$ cat src/sbt_regs.svh
// Constants of the sixteen-bit timer: offsets, fields, resets, counts.
// Assumes inclusion by bare name from every file that needs a figure.
`ifndef SBT_REGS_SVH
`define SBT_REGS_SVH

// ****************************************************************
// Register indices and byte addresses
// ****************************************************************
`define SBT_IDX_COUNT 16'h0100
`define SBT_IDX_PERIOD 16'h0102
`define SBT_IDX_CONTROL 16'h0104
`define SBT_IDX_IRQ 16'h0106
`define SBT_IDX_OSC 16'h0108
`define SBT_ADDR_COUNT 12'h400
`define SBT_ADDR_PERIOD 12'h408
`define SBT_ADDR_CONTROL 12'h410
`define SBT_ADDR_IRQ 12'h418
`define SBT_ADDR_OSC 12'h420

// ****************************************************************
// Control register fields
// ****************************************************************
`define SBT_CTL_ON 15
`define SBT_CTL_IDLE_STOP 13
`define SBT_CTL_GATE 6
`define SBT_CTL_PS_HI 5
`define SBT_CTL_PS_LO 4
`define SBT_CTL_SYNC 2
`define SBT_CTL_CLKSEL 1

// ****************************************************************
// Own registers: interrupt flag/enable and oscillator control
// ****************************************************************
`define SBT_IRQ_FLAG 0
`define SBT_IRQ_ENABLE 1
`define SBT_OSC_LP_EN 1

// ****************************************************************
// Reset values
// ****************************************************************
`define SBT_RST_COUNT 16'h0000
`define SBT_RST_PERIOD 16'hFFFF
`define SBT_RST_CONTROL 16'h0000

// ****************************************************************
// Prescale terminal counts (ratio minus one)
// ****************************************************************
`define SBT_PS_TC_1 8'h00
`define SBT_PS_TC_8 8'h07
`define SBT_PS_TC_64 8'h3F
`define SBT_PS_TC_256 8'hFF

// ****************************************************************
// Bus answers
// ****************************************************************
`define SBT_RESP_OKAY 2'h0
`define SBT_RESP_SLVERR 2'h2

`endif

$ cat src/sbt_pkg.sv
// Types shared by the sixteen-bit timer files.
// Assumes nothing beyond a SystemVerilog compiler.
package sbt_pkg;

  // ****************************************************************
  // Decoded control register
  // ****************************************************************
  typedef struct packed {
    logic timer_on;
    logic idle_stop;
    logic gate_accum_enable;
    logic [1:0] prescale_select;
    logic ext_sync_select;
    logic clock_source_select;
  } sbt_ctrl_type;

  // ****************************************************************
  // Processor power state
  // ****************************************************************
  typedef struct packed {
    logic idle;
    logic sleep;
  } sbt_power_type;

  // ****************************************************************
  // Bus channel state, one-hot
  // ****************************************************************
  typedef enum logic [1:0] {
    SBT_CH_IDLE = 2'b01,
    SBT_CH_RESP = 2'b10
  } sbt_ch_state_type;

endpackage : sbt_pkg

$ cat src/sbt_sync3.sv
// Three-stage synchroniser for a pin that arrives from outside aclk.
// Assumes the pin may change at any time; output follows when the
// second and third stages agree.
`timescale 1ns/10ps
module sbt_sync3 (
  input wire logic aclk, // Clock
  input wire logic aresetn, // Synchronous reset, low
  input wire logic pin, // Asynchronous pin level
  output logic level // Filtered level
);
  logic s1_q;
  logic s2_q;
  logic s3_q;
  logic level_q;

  always_ff @(posedge aclk) begin
    if (!aresetn) begin
      s1_q <= 1'b0;
      s2_q <= 1'b0;
      s3_q <= 1'b0;
    end else begin
      s1_q <= pin;
      s2_q <= s1_q;
      s3_q <= s2_q;
    end
  end

  always_ff @(posedge aclk) begin
    if (!aresetn) begin
      level_q <= 1'b0;
    end else if (s2_q == s3_q) begin
      level_q <= s3_q;
    end
  end

  assign level = level_q;
endmodule : sbt_sync3

$ cat src/sbt_prescaler.sv
// Input prescaler: passes one tick out of 1, 8, 64 or 256.
// Assumes tick_in is a one-cycle pulse on aclk.
`timescale 1ns/10ps
`include "sbt_regs.svh"
module sbt_prescaler #(
  parameter int WIDTH = 8 // Counter width
) (
  input wire logic aclk, // Clock
  input wire logic aresetn, // Synchronous reset, low
  input wire logic tick_in, // Source tick
  input wire logic clear, // Clear counter
  input wire logic [1:0] select, // Ratio code
  output logic tick_out // Divided tick
);
  logic [WIDTH-1:0] cnt_q;
  logic [WIDTH-1:0] tc;

  always_comb begin
    case (select)
      2'h0: tc = WIDTH'(`SBT_PS_TC_1);
      2'h1: tc = WIDTH'(`SBT_PS_TC_8);
      2'h2: tc = WIDTH'(`SBT_PS_TC_64);
      default: tc = WIDTH'(`SBT_PS_TC_256);
    endcase
  end

  always_ff @(posedge aclk) begin
    if (!aresetn) begin
      cnt_q <= '0;
    end else if (clear) begin
      cnt_q <= '0;
    end else if (tick_in) begin
      if (cnt_q >= tc) begin
        cnt_q <= '0;
      end else begin
        cnt_q <= cnt_q + WIDTH'(1);
      end
    end
  end

  assign tick_out = tick_in && !clear && (cnt_q >= tc);
endmodule : sbt_prescaler

$ cat src/sbt_timer.sv
// Sixteen-bit timer with period match, gated accumulation, prescaler,
// idle/sleep behaviour and a low-power oscillator clock mode.
// Assumes an AXI4-Lite master on aclk; pins and the oscillator output
// are asynchronous and are synchronised here.
`timescale 1ns/10ps
`include "sbt_regs.svh"

// Overview of operation
// - Gate mode counts cycles while pin high
// - Idle-stop halts counting during Idle only
// - Prescale input clock by 1, 8, 64, 256
// - Count or control write clears prescaler
// - No prescaler clear while timer off
// - Control write leaves count unchanged
// - Sleep counts only on, external, asynchronous
// - Period match sets flag; enable gates request
// - Gate falling edge also sets flag
// - Oscillator edges counted, wrap at period
// - Oscillator enable blocks timer, enables wake
// - Oscillator clock mode counts through Sleep when asynchronous
// - Control bit layout; other bits zero
// - Timer mode counts every cycle, wraps
// - Synchronous counter counts synchronised edges
// - Asynchronous counter counts edges, wraps
module sbt_timer #(
  parameter int ADDR_W = 12 // AXI address width
) (
  input wire logic aclk, // Instruction clock
  input wire logic aresetn, // Synchronous reset, low
  input wire logic [ADDR_W-1:0] s_axi_awaddr, // Write address
  input wire logic [2:0] s_axi_awprot, // Unused protection
  input wire logic s_axi_awvalid, // Write address valid
  output logic s_axi_awready, // Write address ready
  input wire logic [31:0] s_axi_wdata, // Write data
  input wire logic [3:0] s_axi_wstrb, // Write strobes
  input wire logic s_axi_wvalid, // Write data valid
  output logic s_axi_wready, // Write data ready
  output logic [1:0] s_axi_bresp, // Write response
  output logic s_axi_bvalid, // Write response valid
  input wire logic s_axi_bready, // Write response ready
  input wire logic [ADDR_W-1:0] s_axi_araddr, // Read address
  input wire logic [2:0] s_axi_arprot, // Unused protection
  input wire logic s_axi_arvalid, // Read address valid
  output logic s_axi_arready, // Read address ready
  output logic [31:0] s_axi_rdata, // Read data
  output logic [1:0] s_axi_rresp, // Read response
  output logic s_axi_rvalid, // Read data valid
  input wire logic s_axi_rready, // Read data ready
  input wire logic gate_clock_pin, // Gate or external clock pin
  input wire logic lp_osc_out, // Low-power oscillator output
  input wire logic cpu_idle, // Processor in Idle
  input wire logic cpu_sleep, // Processor in Sleep
  output logic period_irq_flag, // Sticky interrupt flag
  output logic irq_request, // Flag gated by enable
  output logic wake_event // Carry-out wake pulse
);

  // ****************************************************************
  // Registers and state
  // ****************************************************************
  logic [15:0] count_q;
  logic [15:0] period_q;
  sbt_pkg::sbt_ctrl_type ctrl_q;
  sbt_pkg::sbt_power_type power;
  logic flag_q;
  logic irq_en_q;
  logic lp_osc_en_q;
  logic wake_q;
  logic gate_prev_q;
  logic ext_prev_q;

  sbt_pkg::sbt_ch_state_type wr_state_q;
  logic aw_full_q;
  logic w_full_q;
  logic [ADDR_W-1:0] aw_addr_q;
  logic [31:0] w_data_q;
  logic [3:0] w_strb_q;
  logic [1:0] bresp_q;
  logic rvalid_q;
  logic [31:0] rdata_q;
  logic [1:0] rresp_q;

  // ****************************************************************
  // Pin synchronisers
  // ****************************************************************
  logic gate_level;
  logic osc_level;

  sbt_sync3 u_sync_pin (
    .aclk(aclk),
    .aresetn(aresetn),
    .pin(gate_clock_pin),
    .level(gate_level)
  );

  sbt_sync3 u_sync_osc (
    .aclk(aclk),
    .aresetn(aresetn),
    .pin(lp_osc_out),
    .level(osc_level)
  );

  assign power.idle = cpu_idle;
  assign power.sleep = cpu_sleep;

  // ****************************************************************
  // Write channel: address and data taken in either order
  // ****************************************************************
  logic wr_fire;
  logic [15:0] wr_mask;
  logic [15:0] wr_val;
  logic wr_any;
  logic wr_count;
  logic wr_period;
  logic wr_control;
  logic wr_irq;
  logic wr_osc;
  logic wr_hit;

  assign s_axi_awready = !aw_full_q && (wr_state_q == sbt_pkg::SBT_CH_IDLE);
  assign s_axi_wready = !w_full_q && (wr_state_q == sbt_pkg::SBT_CH_IDLE);
  assign s_axi_bvalid = (wr_state_q == sbt_pkg::SBT_CH_RESP);
  assign s_axi_bresp = bresp_q;
  assign wr_fire = aw_full_q && w_full_q &&
                   (wr_state_q == sbt_pkg::SBT_CH_IDLE);

  always_ff @(posedge aclk) begin
    if (!aresetn) begin
      aw_full_q <= 1'b0;
      aw_addr_q <= '0;
    end else if (s_axi_awvalid && s_axi_awready) begin
      aw_full_q <= 1'b1;
      aw_addr_q <= s_axi_awaddr;
    end else if (wr_fire) begin
      aw_full_q <= 1'b0;
    end
  end

  always_ff @(posedge aclk) begin
    if (!aresetn) begin
      w_full_q <= 1'b0;
      w_data_q <= 32'h00000000;
      w_strb_q <= 4'h0;
    end else if (s_axi_wvalid && s_axi_wready) begin
      w_full_q <= 1'b1;
      w_data_q <= s_axi_wdata;
      w_strb_q <= s_axi_wstrb;
    end else if (wr_fire) begin
      w_full_q <= 1'b0;
    end
  end

  always_ff @(posedge aclk) begin
    if (!aresetn) begin
      wr_state_q <= sbt_pkg::SBT_CH_IDLE;
      bresp_q <= `SBT_RESP_OKAY;
    end else begin
      case (wr_state_q)
        sbt_pkg::SBT_CH_IDLE: begin
          if (wr_fire) begin
            wr_state_q <= sbt_pkg::SBT_CH_RESP;
            bresp_q <= wr_hit ? `SBT_RESP_OKAY : `SBT_RESP_SLVERR;
          end
        end
        sbt_pkg::SBT_CH_RESP: begin
          if (s_axi_bready) begin
            wr_state_q <= sbt_pkg::SBT_CH_IDLE;
          end
        end
        default: wr_state_q <= sbt_pkg::SBT_CH_IDLE;
      endcase
    end
  end

  // Address decode; low two bits ignored, strobes above lane 1 unused
  always_comb begin
    wr_count = 1'b0;
    wr_period = 1'b0;
    wr_control = 1'b0;
    wr_irq = 1'b0;
    wr_osc = 1'b0;
    if (aw_addr_q[ADDR_W-1:2] == `SBT_ADDR_COUNT >> 2) begin
      wr_count = wr_fire && wr_any;
    end else if (aw_addr_q[ADDR_W-1:2] == `SBT_ADDR_PERIOD >> 2) begin
      wr_period = wr_fire && wr_any;
    end else if (aw_addr_q[ADDR_W-1:2] == `SBT_ADDR_CONTROL >> 2) begin
      wr_control = wr_fire && wr_any;
    end else if (aw_addr_q[ADDR_W-1:2] == `SBT_ADDR_IRQ >> 2) begin
      wr_irq = wr_fire && wr_any;
    end else if (aw_addr_q[ADDR_W-1:2] == `SBT_ADDR_OSC >> 2) begin
      wr_osc = wr_fire && wr_any;
    end
  end

  assign wr_hit = (aw_addr_q[ADDR_W-1:2] == `SBT_ADDR_COUNT >> 2) ||
                  (aw_addr_q[ADDR_W-1:2] == `SBT_ADDR_PERIOD >> 2) ||
                  (aw_addr_q[ADDR_W-1:2] == `SBT_ADDR_CONTROL >> 2) ||
                  (aw_addr_q[ADDR_W-1:2] == `SBT_ADDR_IRQ >> 2) ||
                  (aw_addr_q[ADDR_W-1:2] == `SBT_ADDR_OSC >> 2);
  assign wr_mask = {{8{w_strb_q[1]}}, {8{w_strb_q[0]}}};
  assign wr_any = |w_strb_q[1:0];

  // ****************************************************************
  // Control register and own registers
  // ****************************************************************
  logic [15:0] ctrl_word;
  logic [15:0] ctrl_new;

  // Only implemented bits are stored, so the rest read as zero
  assign ctrl_word = {ctrl_q.timer_on, 1'b0, ctrl_q.idle_stop, 6'h00,
                      ctrl_q.gate_accum_enable, ctrl_q.prescale_select,
                      1'b0, ctrl_q.ext_sync_select,
                      ctrl_q.clock_source_select, 1'b0};
  assign wr_val = w_data_q[15:0];
  assign ctrl_new = (ctrl_word & ~wr_mask) | (wr_val & wr_mask);

  always_ff @(posedge aclk) begin
    if (!aresetn) begin
      ctrl_q <= sbt_pkg::sbt_ctrl_type'(7'h00);
    end else if (wr_control) begin
      ctrl_q.timer_on <= ctrl_new[`SBT_CTL_ON];
      ctrl_q.idle_stop <= ctrl_new[`SBT_CTL_IDLE_STOP];
      ctrl_q.gate_accum_enable <= ctrl_new[`SBT_CTL_GATE];
      ctrl_q.prescale_select <=
        ctrl_new[`SBT_CTL_PS_HI:`SBT_CTL_PS_LO];
      ctrl_q.ext_sync_select <= ctrl_new[`SBT_CTL_SYNC];
      ctrl_q.clock_source_select <= ctrl_new[`SBT_CTL_CLKSEL];
    end
  end

  always_ff @(posedge aclk) begin
    if (!aresetn) begin
      period_q <= `SBT_RST_PERIOD;
    end else if (wr_period) begin
      period_q <= (period_q & ~wr_mask) | (wr_val & wr_mask);
    end
  end

  always_ff @(posedge aclk) begin
    if (!aresetn) begin
      irq_en_q <= 1'b0;
      lp_osc_en_q <= 1'b0;
    end else begin
      if (wr_irq && w_strb_q[0]) begin
        irq_en_q <= wr_val[`SBT_IRQ_ENABLE];
      end
      if (wr_osc && w_strb_q[0]) begin
        lp_osc_en_q <= wr_val[`SBT_OSC_LP_EN];
      end
    end
  end

  // ****************************************************************
  // Clock source selection and run conditions
  // ****************************************************************
  logic ext_level;
  logic ext_rise;
  logic gate_fall;
  logic gate_mode;
  logic run;
  logic src_tick;
  logic ps_clear;
  logic ps_tick;
  logic match;

  // Oscillator replaces the pin as external source when enabled
  assign ext_level = lp_osc_en_q ? osc_level : gate_level;
  assign ext_rise = ext_level && !ext_prev_q;
  assign gate_mode = ctrl_q.timer_on && ctrl_q.gate_accum_enable &&
                     !ctrl_q.clock_source_select;
  assign gate_fall = gate_mode && gate_prev_q && !gate_level;

  always_comb begin
    run = ctrl_q.timer_on;
    if (power.idle && ctrl_q.idle_stop) begin
      run = 1'b0;
    end
    // Instruction clock is stopped in Sleep; only async external runs
    if (power.sleep && !(ctrl_q.clock_source_select &&
        !ctrl_q.ext_sync_select)) begin
      run = 1'b0;
    end
    if (lp_osc_en_q && !ctrl_q.clock_source_select) begin
      run = 1'b0;
    end
  end

  // Both counter modes see the synchronised edge: no other clock here
  always_comb begin
    src_tick = 1'b0;
    if (run) begin
      if (ctrl_q.clock_source_select) begin
        src_tick = ext_rise;
      end else if (ctrl_q.gate_accum_enable) begin
        src_tick = gate_level;
      end else begin
        src_tick = 1'b1;
      end
    end
  end

  assign ps_clear = (wr_count || wr_control) && ctrl_q.timer_on;

  sbt_prescaler #(
    .WIDTH(8)
  ) u_prescaler (
    .aclk(aclk),
    .aresetn(aresetn),
    .tick_in(src_tick),
    .clear(ps_clear),
    .select(ctrl_q.prescale_select),
    .tick_out(ps_tick)
  );

  always_ff @(posedge aclk) begin
    if (!aresetn) begin
      gate_prev_q <= 1'b0;
      ext_prev_q <= 1'b0;
    end else begin
      gate_prev_q <= gate_level;
      ext_prev_q <= ext_level;
    end
  end

  // ****************************************************************
  // Counter, match flag and wake event
  // ****************************************************************
  assign match = ps_tick && (count_q == period_q);

  // Software write wins over a tick in the same cycle
  always_ff @(posedge aclk) begin
    if (!aresetn) begin
      count_q <= `SBT_RST_COUNT;
    end else if (wr_count) begin
      count_q <= (count_q & ~wr_mask) | (wr_val & wr_mask);
    end else if (match) begin
      count_q <= 16'h0000;
    end else if (ps_tick) begin
      count_q <= count_q + 16'h0001;
    end
  end

  // Set wins over a software clear in the same cycle
  always_ff @(posedge aclk) begin
    if (!aresetn) begin
      flag_q <= 1'b0;
    end else if (match || gate_fall) begin
      flag_q <= 1'b1;
    end else if (wr_irq && w_strb_q[0] && wr_val[`SBT_IRQ_FLAG]) begin
      flag_q <= 1'b0;
    end
  end

  always_ff @(posedge aclk) begin
    if (!aresetn) begin
      wake_q <= 1'b0;
    end else begin
      wake_q <= match && lp_osc_en_q;
    end
  end

  assign period_irq_flag = flag_q;
  assign irq_request = flag_q && irq_en_q;
  assign wake_event = wake_q;

  // ****************************************************************
  // Read channel
  // ****************************************************************
  logic [ADDR_W-3:0] rd_idx;

  assign rd_idx = s_axi_araddr[ADDR_W-1:2];
  assign s_axi_arready = !rvalid_q;
  assign s_axi_rvalid = rvalid_q;
  assign s_axi_rdata = rdata_q;
  assign s_axi_rresp = rresp_q;

  always_ff @(posedge aclk) begin
    if (!aresetn) begin
      rvalid_q <= 1'b0;
      rdata_q <= 32'h00000000;
      rresp_q <= `SBT_RESP_OKAY;
    end else if (s_axi_arvalid && !rvalid_q) begin
      rvalid_q <= 1'b1;
      rresp_q <= `SBT_RESP_OKAY;
      if (rd_idx == `SBT_ADDR_COUNT >> 2) begin
        rdata_q <= {16'h0000, count_q};
      end else if (rd_idx == `SBT_ADDR_PERIOD >> 2) begin
        rdata_q <= {16'h0000, period_q};
      end else if (rd_idx == `SBT_ADDR_CONTROL >> 2) begin
        rdata_q <= {16'h0000, ctrl_word};
      end else if (rd_idx == `SBT_ADDR_IRQ >> 2) begin
        rdata_q <= {30'h0, irq_en_q, flag_q};
      end else if (rd_idx == `SBT_ADDR_OSC >> 2) begin
        rdata_q <= {30'h0, lp_osc_en_q, 1'b0};
      end else begin
        rdata_q <= 32'h00000000;
        rresp_q <= `SBT_RESP_SLVERR;
      end
    end else if (rvalid_q && s_axi_rready) begin
      rvalid_q <= 1'b0;
    end
  end

endmodule : sbt_timer

$ cat config.mk
export PLATFORM = sky130hd
export DESIGN_NAME = sbt_timer
export DESIGN_NICKNAME = d
export VERILOG_FILES = /design/src/sbt_pkg.sv /design/src/sbt_sync3.sv /design/src/sbt_prescaler.sv /design/src/sbt_timer.sv
export VERILOG_INCLUDE_DIRS = /design/src /design/src/src
export SDC_FILE = /design/constraint.sdc
export NUM_CORES = 1
export LEC_CHECK = 0
export ABC_AREA = 1
export BUFFER_PORTS_ARGS = -buffer_cell sky130_fd_sc_hd__buf_2
export CORE_UTILIZATION = 40
export CTS_BUF_LIST = sky130_fd_sc_hd__clkbuf_8
export CTS_CLUSTER_DIAMETER = 80
export DETAILED_ROUTE_END_ITERATION = 7
export PLACE_DENSITY = 0.72
export SLEW_MARGIN = 15
export SYNTH_ARGS = -nofsm -noshare
export SYNTH_HDL_FRONTEND = slang
export SYNTH_SLANG_ARGS = --single-unit
$ cat constraint.sdc
create_clock -name aclk -period 2.73 [get_ports aclk]
set_input_delay 0 -clock aclk [delete_from_list [all_inputs] [get_ports aclk]]
set_output_delay 0 -clock aclk [all_outputs]
set_load 0.01 [all_outputs]
==> flow_summary_export.csv, run 1 <==
group,metric,value,unit
die,die_h,122.4,um
place,gp_congestion,0.8475,
sta,finalCritPeriodShare,81.85,%
die,coreArea,13990,um^2
clocking,clockBufferDepth,2,
die,start_util,41.45,%
global_routing,grt_max_degree,93,
critical_path,worstPathArrival,2.53,ns
place,place_area,6251,um^2
sta,rsz0062_at_grt,"no",
drt,drc_errors,0,
global_routing,grt-ovfl-total,0,
status,status,"completed",
clocking,numCtsBuffers,9,
critical_path,crit_slowest_cell,"dfxtp_1",
critical_path,crit_path_start_kind,"flip-flop",
drt,wl_per_cell,13.04,um
yosys,synth_cell_types,43,
layout,area_growth,16.92,%
yosys,synth_edf_count,0,
flow_run,maxCapViolCount,0,
die,dieWidth,122.4,um
layout,fin_area,6779,um^2
drt,drtPass1Iterations,5,
yosys,syn_inst,853,
sta,report.final.setup_viol,0,
global_routing,antenna_found_initial,0,
drt,wl,14.77,mm
sta,finClkSkew,0.01714,ns
critical_path,path_class,"reg2reg",
clocking,cts_tree,"built",
sta,fmax,447.5,MHz
pwr,finalPower,3.154,mW
yosys,yosys_register_bits,112,
hold_path,hold_class,"in2reg",
drt,drtIter0Drc,464,
clocking,clock_sinks,112,
pwr,p_leak,3.242,nW
critical_path,worstPathCellList,"nand2_1, ha_1, nand2_1, nor3_1, nor3_1, nand2_1, nand3_2, nor2_4, nor2_1, nor2_1, nor2_1",
global_routing,grt_pass1_wl,24.52,mm
clocking,htree_levels,3,
yosys,syn-mean-instance-area,6.797,um^2
clocking,cts-root-buf,"clkbuf_8",
yosys,yosysMostFrequentCell,"nand2_1",
die,io_pins,121,
yosys,synth.area.top_cells,"dfxtp_1 39%, nand2_1 11%, nor2_1 8.7%",
clocking,path_clk_slew,0.11,ns
drt,ant_nets,0,
critical_path,critical_path_required,3.03,ns
drt,vias,5639,
yosys,seq_area_frac_synth,38.67,%
clocking,worstSkewPairLatency,0.39,ns
die,dieArea,14980,um^2
layout,nFillCells,1438,
yosys,synthArstFlopShare,0,%
sta,tightest_slew,0.8852,ns
sta,fin_tns_setup,0,ns
place,io_buffers,74,
die,rows,43,
sta,relSlewSlack,40.98,%
pwr,p_per_area,465.3,nW/um^2
sta,drv_slew,0,
layout,nNetsFinal,1030,
yosys,synth_top_area_share,38.67,%
pwr,ir_drop,251.9,uV
layout,drive_gt1_share,13.12,%
yosys,ys_warn_count,0,
drt,via_per_inst,4.977,
place,dp.final_hpwl,10.59,mm
global_routing,grt_pass1_vias,4999,
layout,antennaDiodeCount,0,
sta,period_needed,2.234,ns
yosys,synthFlopType,"dfxtp_1",
yosys,netlist_area,5798,um^2
critical_path,critical_path.max_fanout,17,
global_routing,grt_util_all_layers,20.71,%
yosys,synth_common_cells,"171 x nand2_1, 134 x nor2_1, 112 x dfxtp_1, 87 x inv_1, 82 x nand3_1",
yosys,synth_top_area_cell,"dfxtp_1",
critical_path,max_stage_delay,0.48,ns
sta,finalHoldViolCount,0,
critical_path,worstSetupEndpointType,"flip-flop",
[stage by stage]
| step | hold slack (ns) | worst slack [ns] | util (%) | instances |
|---|---|---|---|---|
| after global placement | 0.1954 | 0.5696 | 44.69 | 1085 |
| after detailed placement | 0.2031 | 0.5421 | 44.69 | 1085 |
| final | 0.07817 | 0.4955 | 48.46 | 1133 |
| after floorplan | 0.09763 | 0.8244 | - | 870 |
| after global routing | 0.1474 | 0.2810 | 48.46 | 1133 |
| after CTS | 0.06568 | 0.5182 | 48.46 | 1133 |
[critical path, delay by kind of cell (launching register included)]
kind / cells / cell delay [ns]
flip-flops: 1 / 0.48
AND/OR/NAND/NOR: 10 / 1.34
adder cells (fa/ha/maj): 1 / 0.30
[worst paths after layout]
check	cells after the start	slack [ns]	startpoint	endpoint
setup / recovery	11	0.50	flip-flop	flip-flop
hold / removal	6	0.08	s_axi_araddr[11]	s_axi_rdata[1]$_SDFFE_PN0P_
setup reg to reg	11	0.50	flip-flop	flip-flop
hold reg to reg	2	0.42	u_sync_pin.s1_q$_SDFF_PN0_	u_sync_pin.s2_q$_SDFF_PN0_
[cell type report]
cell class	instances	area, um^2	area share, %
clock buffer	11	151.4	2.233
clock inverter	5	56.30	0.8306
inverter	98	367.9	5.426
multi-input combinational	613	2985	44.04
sequential	112	2242	33.07
tap	180	225.2	3.322
timing repair buffer	114	750.7	11.07
[cell families (layout without fill, tap and decap cells)]
family | Yosys count | in the layout | share of synthesized area (%)
xor+xnor | 14 | 14 | 2.115
other cells | 1 | 18 | 0.06468
flops | 112 | 112 | 38.67
fa+ha+maj | 5 | 5 | 1.079
simple gates | 441 | 441 | 33.60
compound gates | 135 | 135 | 13.53
buf+inv | 145 | 228 | 10.94
[layout by cell type (no fill, tap or decap), drive strengths merged]
master and count:
buf 82, o21ai 54, xnor2 3, a221oi 6
nor3 14, clkinv 5, conb 18, o21a 1
and3 1, bufinv 1, nand3b 1, inv 97
a21oi 41, nor2 139, dlygate4sd3 32, nand3 84
nand2 176, o31ai 1, nor4 3, clkbuf 11
dfxtp 112, o21bai 1, nand4 19, o2111ai 1
ha 5, o211ai 25, a21boi 2, a211oi 3
or2 4, xor2 11
[what timing repair did]
action / CTS / global route
hold endpoints to repair: 33 / 0
resized for setup: 0 / 0
hold buffers: 32 / 0
buffers inserted: 0 / 0
[report_power, final]
group          switching (mW)  leakage [nW]  internal, mW
clock network           0.578         0.111         0.474
registers              0.0377         0.914          1.70
logic                   0.225          2.22         0.141
[per-layer routing]
| layer | global-route usage [%] | routed length, um | up-vias |
|---|---|---|---|
| met2 | 31.25 | 6213 | 174 |
| li1 | - | - | 2940 |
| met4 | 7.088 | 217 | 0 |
| met5 | 0 | 0 | - |
| met1 | 30.09 | 7512 | 2513 |
| met3 | 2.695 | 826 | 12 |
(Power assumes the default switching activity.)
==> inputs of run 2 (changes only) <==
ABC_AREA = 0   (was 1)
PLACE_DENSITY = 0.75   (was 0.72)
clock period = 1.8 ns   (was 2.73 ns; I/O delays follow)
==> flow_summary_export.csv, run 2 <==
group,metric,value,unit
global_routing,grt_pass1_vias,5191,
yosys,synth.area.top_cells,"dfxtp_1 40%, nand2_1 8.2%, a21boi_0 6.2%",
place,io_buffers,74,
yosys,synth_top_area_cell,"dfxtp_1",
critical_path,reg2reg_depth,9,
global_routing,grt_max_degree,33,
layout,area_growth,41.79,%
layout,nFillCells,1146,
yosys,synthFlopType,"dfxtp_1",
layout,multi_input_area,3503,um^2
place,dp_slack,-0.6043,ns
critical_path,path_class,"reg2reg",
drt,wl_met2,7.419,mm
layout,final_common_cell,"nand2_1",
sta,tightest_slew,0.6962,ns
sta,finalHoldViolCount,0,
drt,drtIter0Drc,367,
critical_path,crit_path_start_kind,"flip-flop",
yosys,synth_top_area_share,39.98,%
yosys,yosys_register_bits,112,
clocking,clockBufferDepth,2,
clocking,cts-root-buf,"clkbuf_8",
die,rows,42,
drt,met1_length,7.248,mm
layout,final_cell_mix,"115 x nand2_1, 114 x buf_4, 106 x dfxtp_1",
place,dp.final_hpwl,11.35,mm
drt,ant_nets,0,
sta,relSlewSlack,53.49,%
yosys,synthArstFlopShare,0,%
hold_path,hold_class,"in2reg",
pwr,p_sw,1.288,mW
drt,drc_errors,0,
pwr,internal_power,3.484,mW
status,failed_checks,"setup timing",
die,dieWidth,120.4,um
pwr,finalPower,4.772,mW
global_routing,grt_pass1_wl,25.66,mm
drt,wl_met3,970,um
drt,via_per_inst,5.186,
yosys,ys_warn_count,0,
layout,nNetsFinal,946,
critical_path,worstSetupEndpointType,"flip-flop",
yosys,synth_common_cells,"122 x nand2_1, 112 x dfxtp_1, 46 x a21boi_0, 35 x nor2_1, 33 x o21ai_0",
sta,finalCritPeriodShare,126.6,%
global_routing,antenna_found_initial,0,
layout,regArea,2250,um^2
yosys,synth_cell_types,62,
global_routing,grt-ovfl-total,0,
pwr,p_leak,3.361,nW
pwr,ir_drop,564.0,uV
yosys,synth_edf_count,0,
flow_run,maxCapViolCount,0,
yosys,syn-mean-instance-area,8.536,um^2
pwr,swShare,26.99,%
die,die_h,120.4,um
clocking,cts_tree,"built",
clocking,numCtsBuffers,9,
die,coreArea,13450,um^2
die,start_util,41.69,%
critical_path,worstPathArrival,2.58,ns
clocking,worstSkewPairLatency,0.39,ns
sta,report.final.setup_viol,51,
yosys,seq_area_frac_synth,39.98,%
layout,antennaDiodeCount,0,
drt,wl_per_cell,15.28,um
sta,rsz0062_at_grt,"yes",
layout,fin_area,7951,um^2
sta,finClkSkew,0.01083,ns
layout,drive_gt1_share,33.49,%
yosys,netlist_area,5608,um^2
place,gp_congestion,0.9276,
global_routing,grt_util_all_layers,22.64,%
clocking,path_clk_slew,0.11,ns
layout,final_core_util,59.11,%
clocking,htree_levels,3,
pwr,p_per_area,600.1,nW/um^2
drt,drtPass1Iterations,5,
drt,highest_layer,"met4",
status,status,"finished, violations left",
drt,vias,5419,
sta,whs,0.04079,ns
die,io_pins,121,
critical_path,critical_path.max_fanout,6,
place,place_area,6943,um^2
critical_path,critical_path_required,2.10,ns
sta,fmax,438.8,MHz
pwr,power_frac_seq,54.8,%
sta,drv_slew,0,
pwr,p_clk_share,33.1,%
die,dieArea,14500,um^2
yosys,syn_inst,657,
clocking,clock_sinks,112,
yosys,yosysMostFrequentCell,"nand2_1",
sta,period_needed,2.279,ns
pwr,comb_power_share,12.1,%
hold_path,hold_depth,4,
drt,wl,15.97,mm
sta,fin_ws,-0.4791,ns
## run 2: power by group through the flow
| stage | combinational [mW] | clock [mW] | sequential, mW |
|---|---|---|---|
| final | 0.577 | 1.58 | 2.62 |
| after global routing | 0.636 | 1.70 | 2.63 |
| after detailed placement | 0.489 | 0 | 2.67 |
| after global placement | 0.484 | 0 | 2.67 |
| after CTS | 0.568 | 1.61 | 2.61 |
| after floorplan | 0.293 | 0 | 2.66 |
## run 2: worst paths after layout
path                                    from                           to  slack, ns
setup / recovery                   flip-flop                    flip-flop      -0.48
hold reg to reg   u_sync_osc.s1_q$_SDFF_PN0_   u_sync_osc.s2_q$_SDFF_PN0_       0.45
setup reg to reg                   flip-flop                    flip-flop      -0.48
hold / removal               s_axi_araddr[7]  s_axi_rresp[1]$_SDFFE_PN0P_       0.04
## run 2: timing repair
action / 4_1_cts / 5_1_grt
buffers inserted: 4 / 6
endpoints found under the hold margin: 38 / 0
gates cloned: 1 / 0
gates resized for setup: 69 / 27
pin swaps: 53 / 20
hold buffers: 36 / 0
endpoints found under the setup margin: 50 / 52
## run 2: per-stage QoR
stage	instances	TNS [ns]
5_1_grt	1045	-18.89
4_1_cts	1040	-13.22
3_5_place_dp	984	-15.50
2_1_floorplan	674	-5.779
3_3_place_gp	984	-14.36
6_report	1045	-14.38
## run 2: per-layer routing
| metal | up-vias | GRT usage, % |
|---|---|---|
| li1 | 2679 | - |
| met1 | 2523 | 30.20 |
| met2 | 195 | 36.53 |
| met3 | 22 | 4.292 |
| met4 | 0 | 7.793 |
| met5 | - | 0 |
## run 2: cell families after synthesis
family          after synthesis  share of synthesized area [%]
buf+inv                      65                          5.690
mux                          32                          5.712
other cells                   1                        0.06687
compound gates              133                          17.40
flops                       112                          39.98
fa+ha+maj                     5                          1.116
xor+xnor                     23                          3.592
simple gates                286                          26.44
## run 2: worst max-delay path: stages (launching register included)
cell	delay [ns]
dfxtp_2	0.34
xor2_1	0.18
nor4_2	0.34
nand4_1	0.16
buf_4	0.18
buf_6	0.12
a2111oi_4	0.35
nor3_1	0.14
o21a_1	0.19
o21a_1	0.17
## run 2: layout make-up
type / count / share of cell area, %
inverter: 7 / 0.3304
multi-input combinational: 498 / 44.06
clock buffer: 9 / 1.558
timing repair buffer: 236 / 21.98
tap: 176 / 2.769
sequential: 112 / 28.29
clock inverter: 7 / 1.007
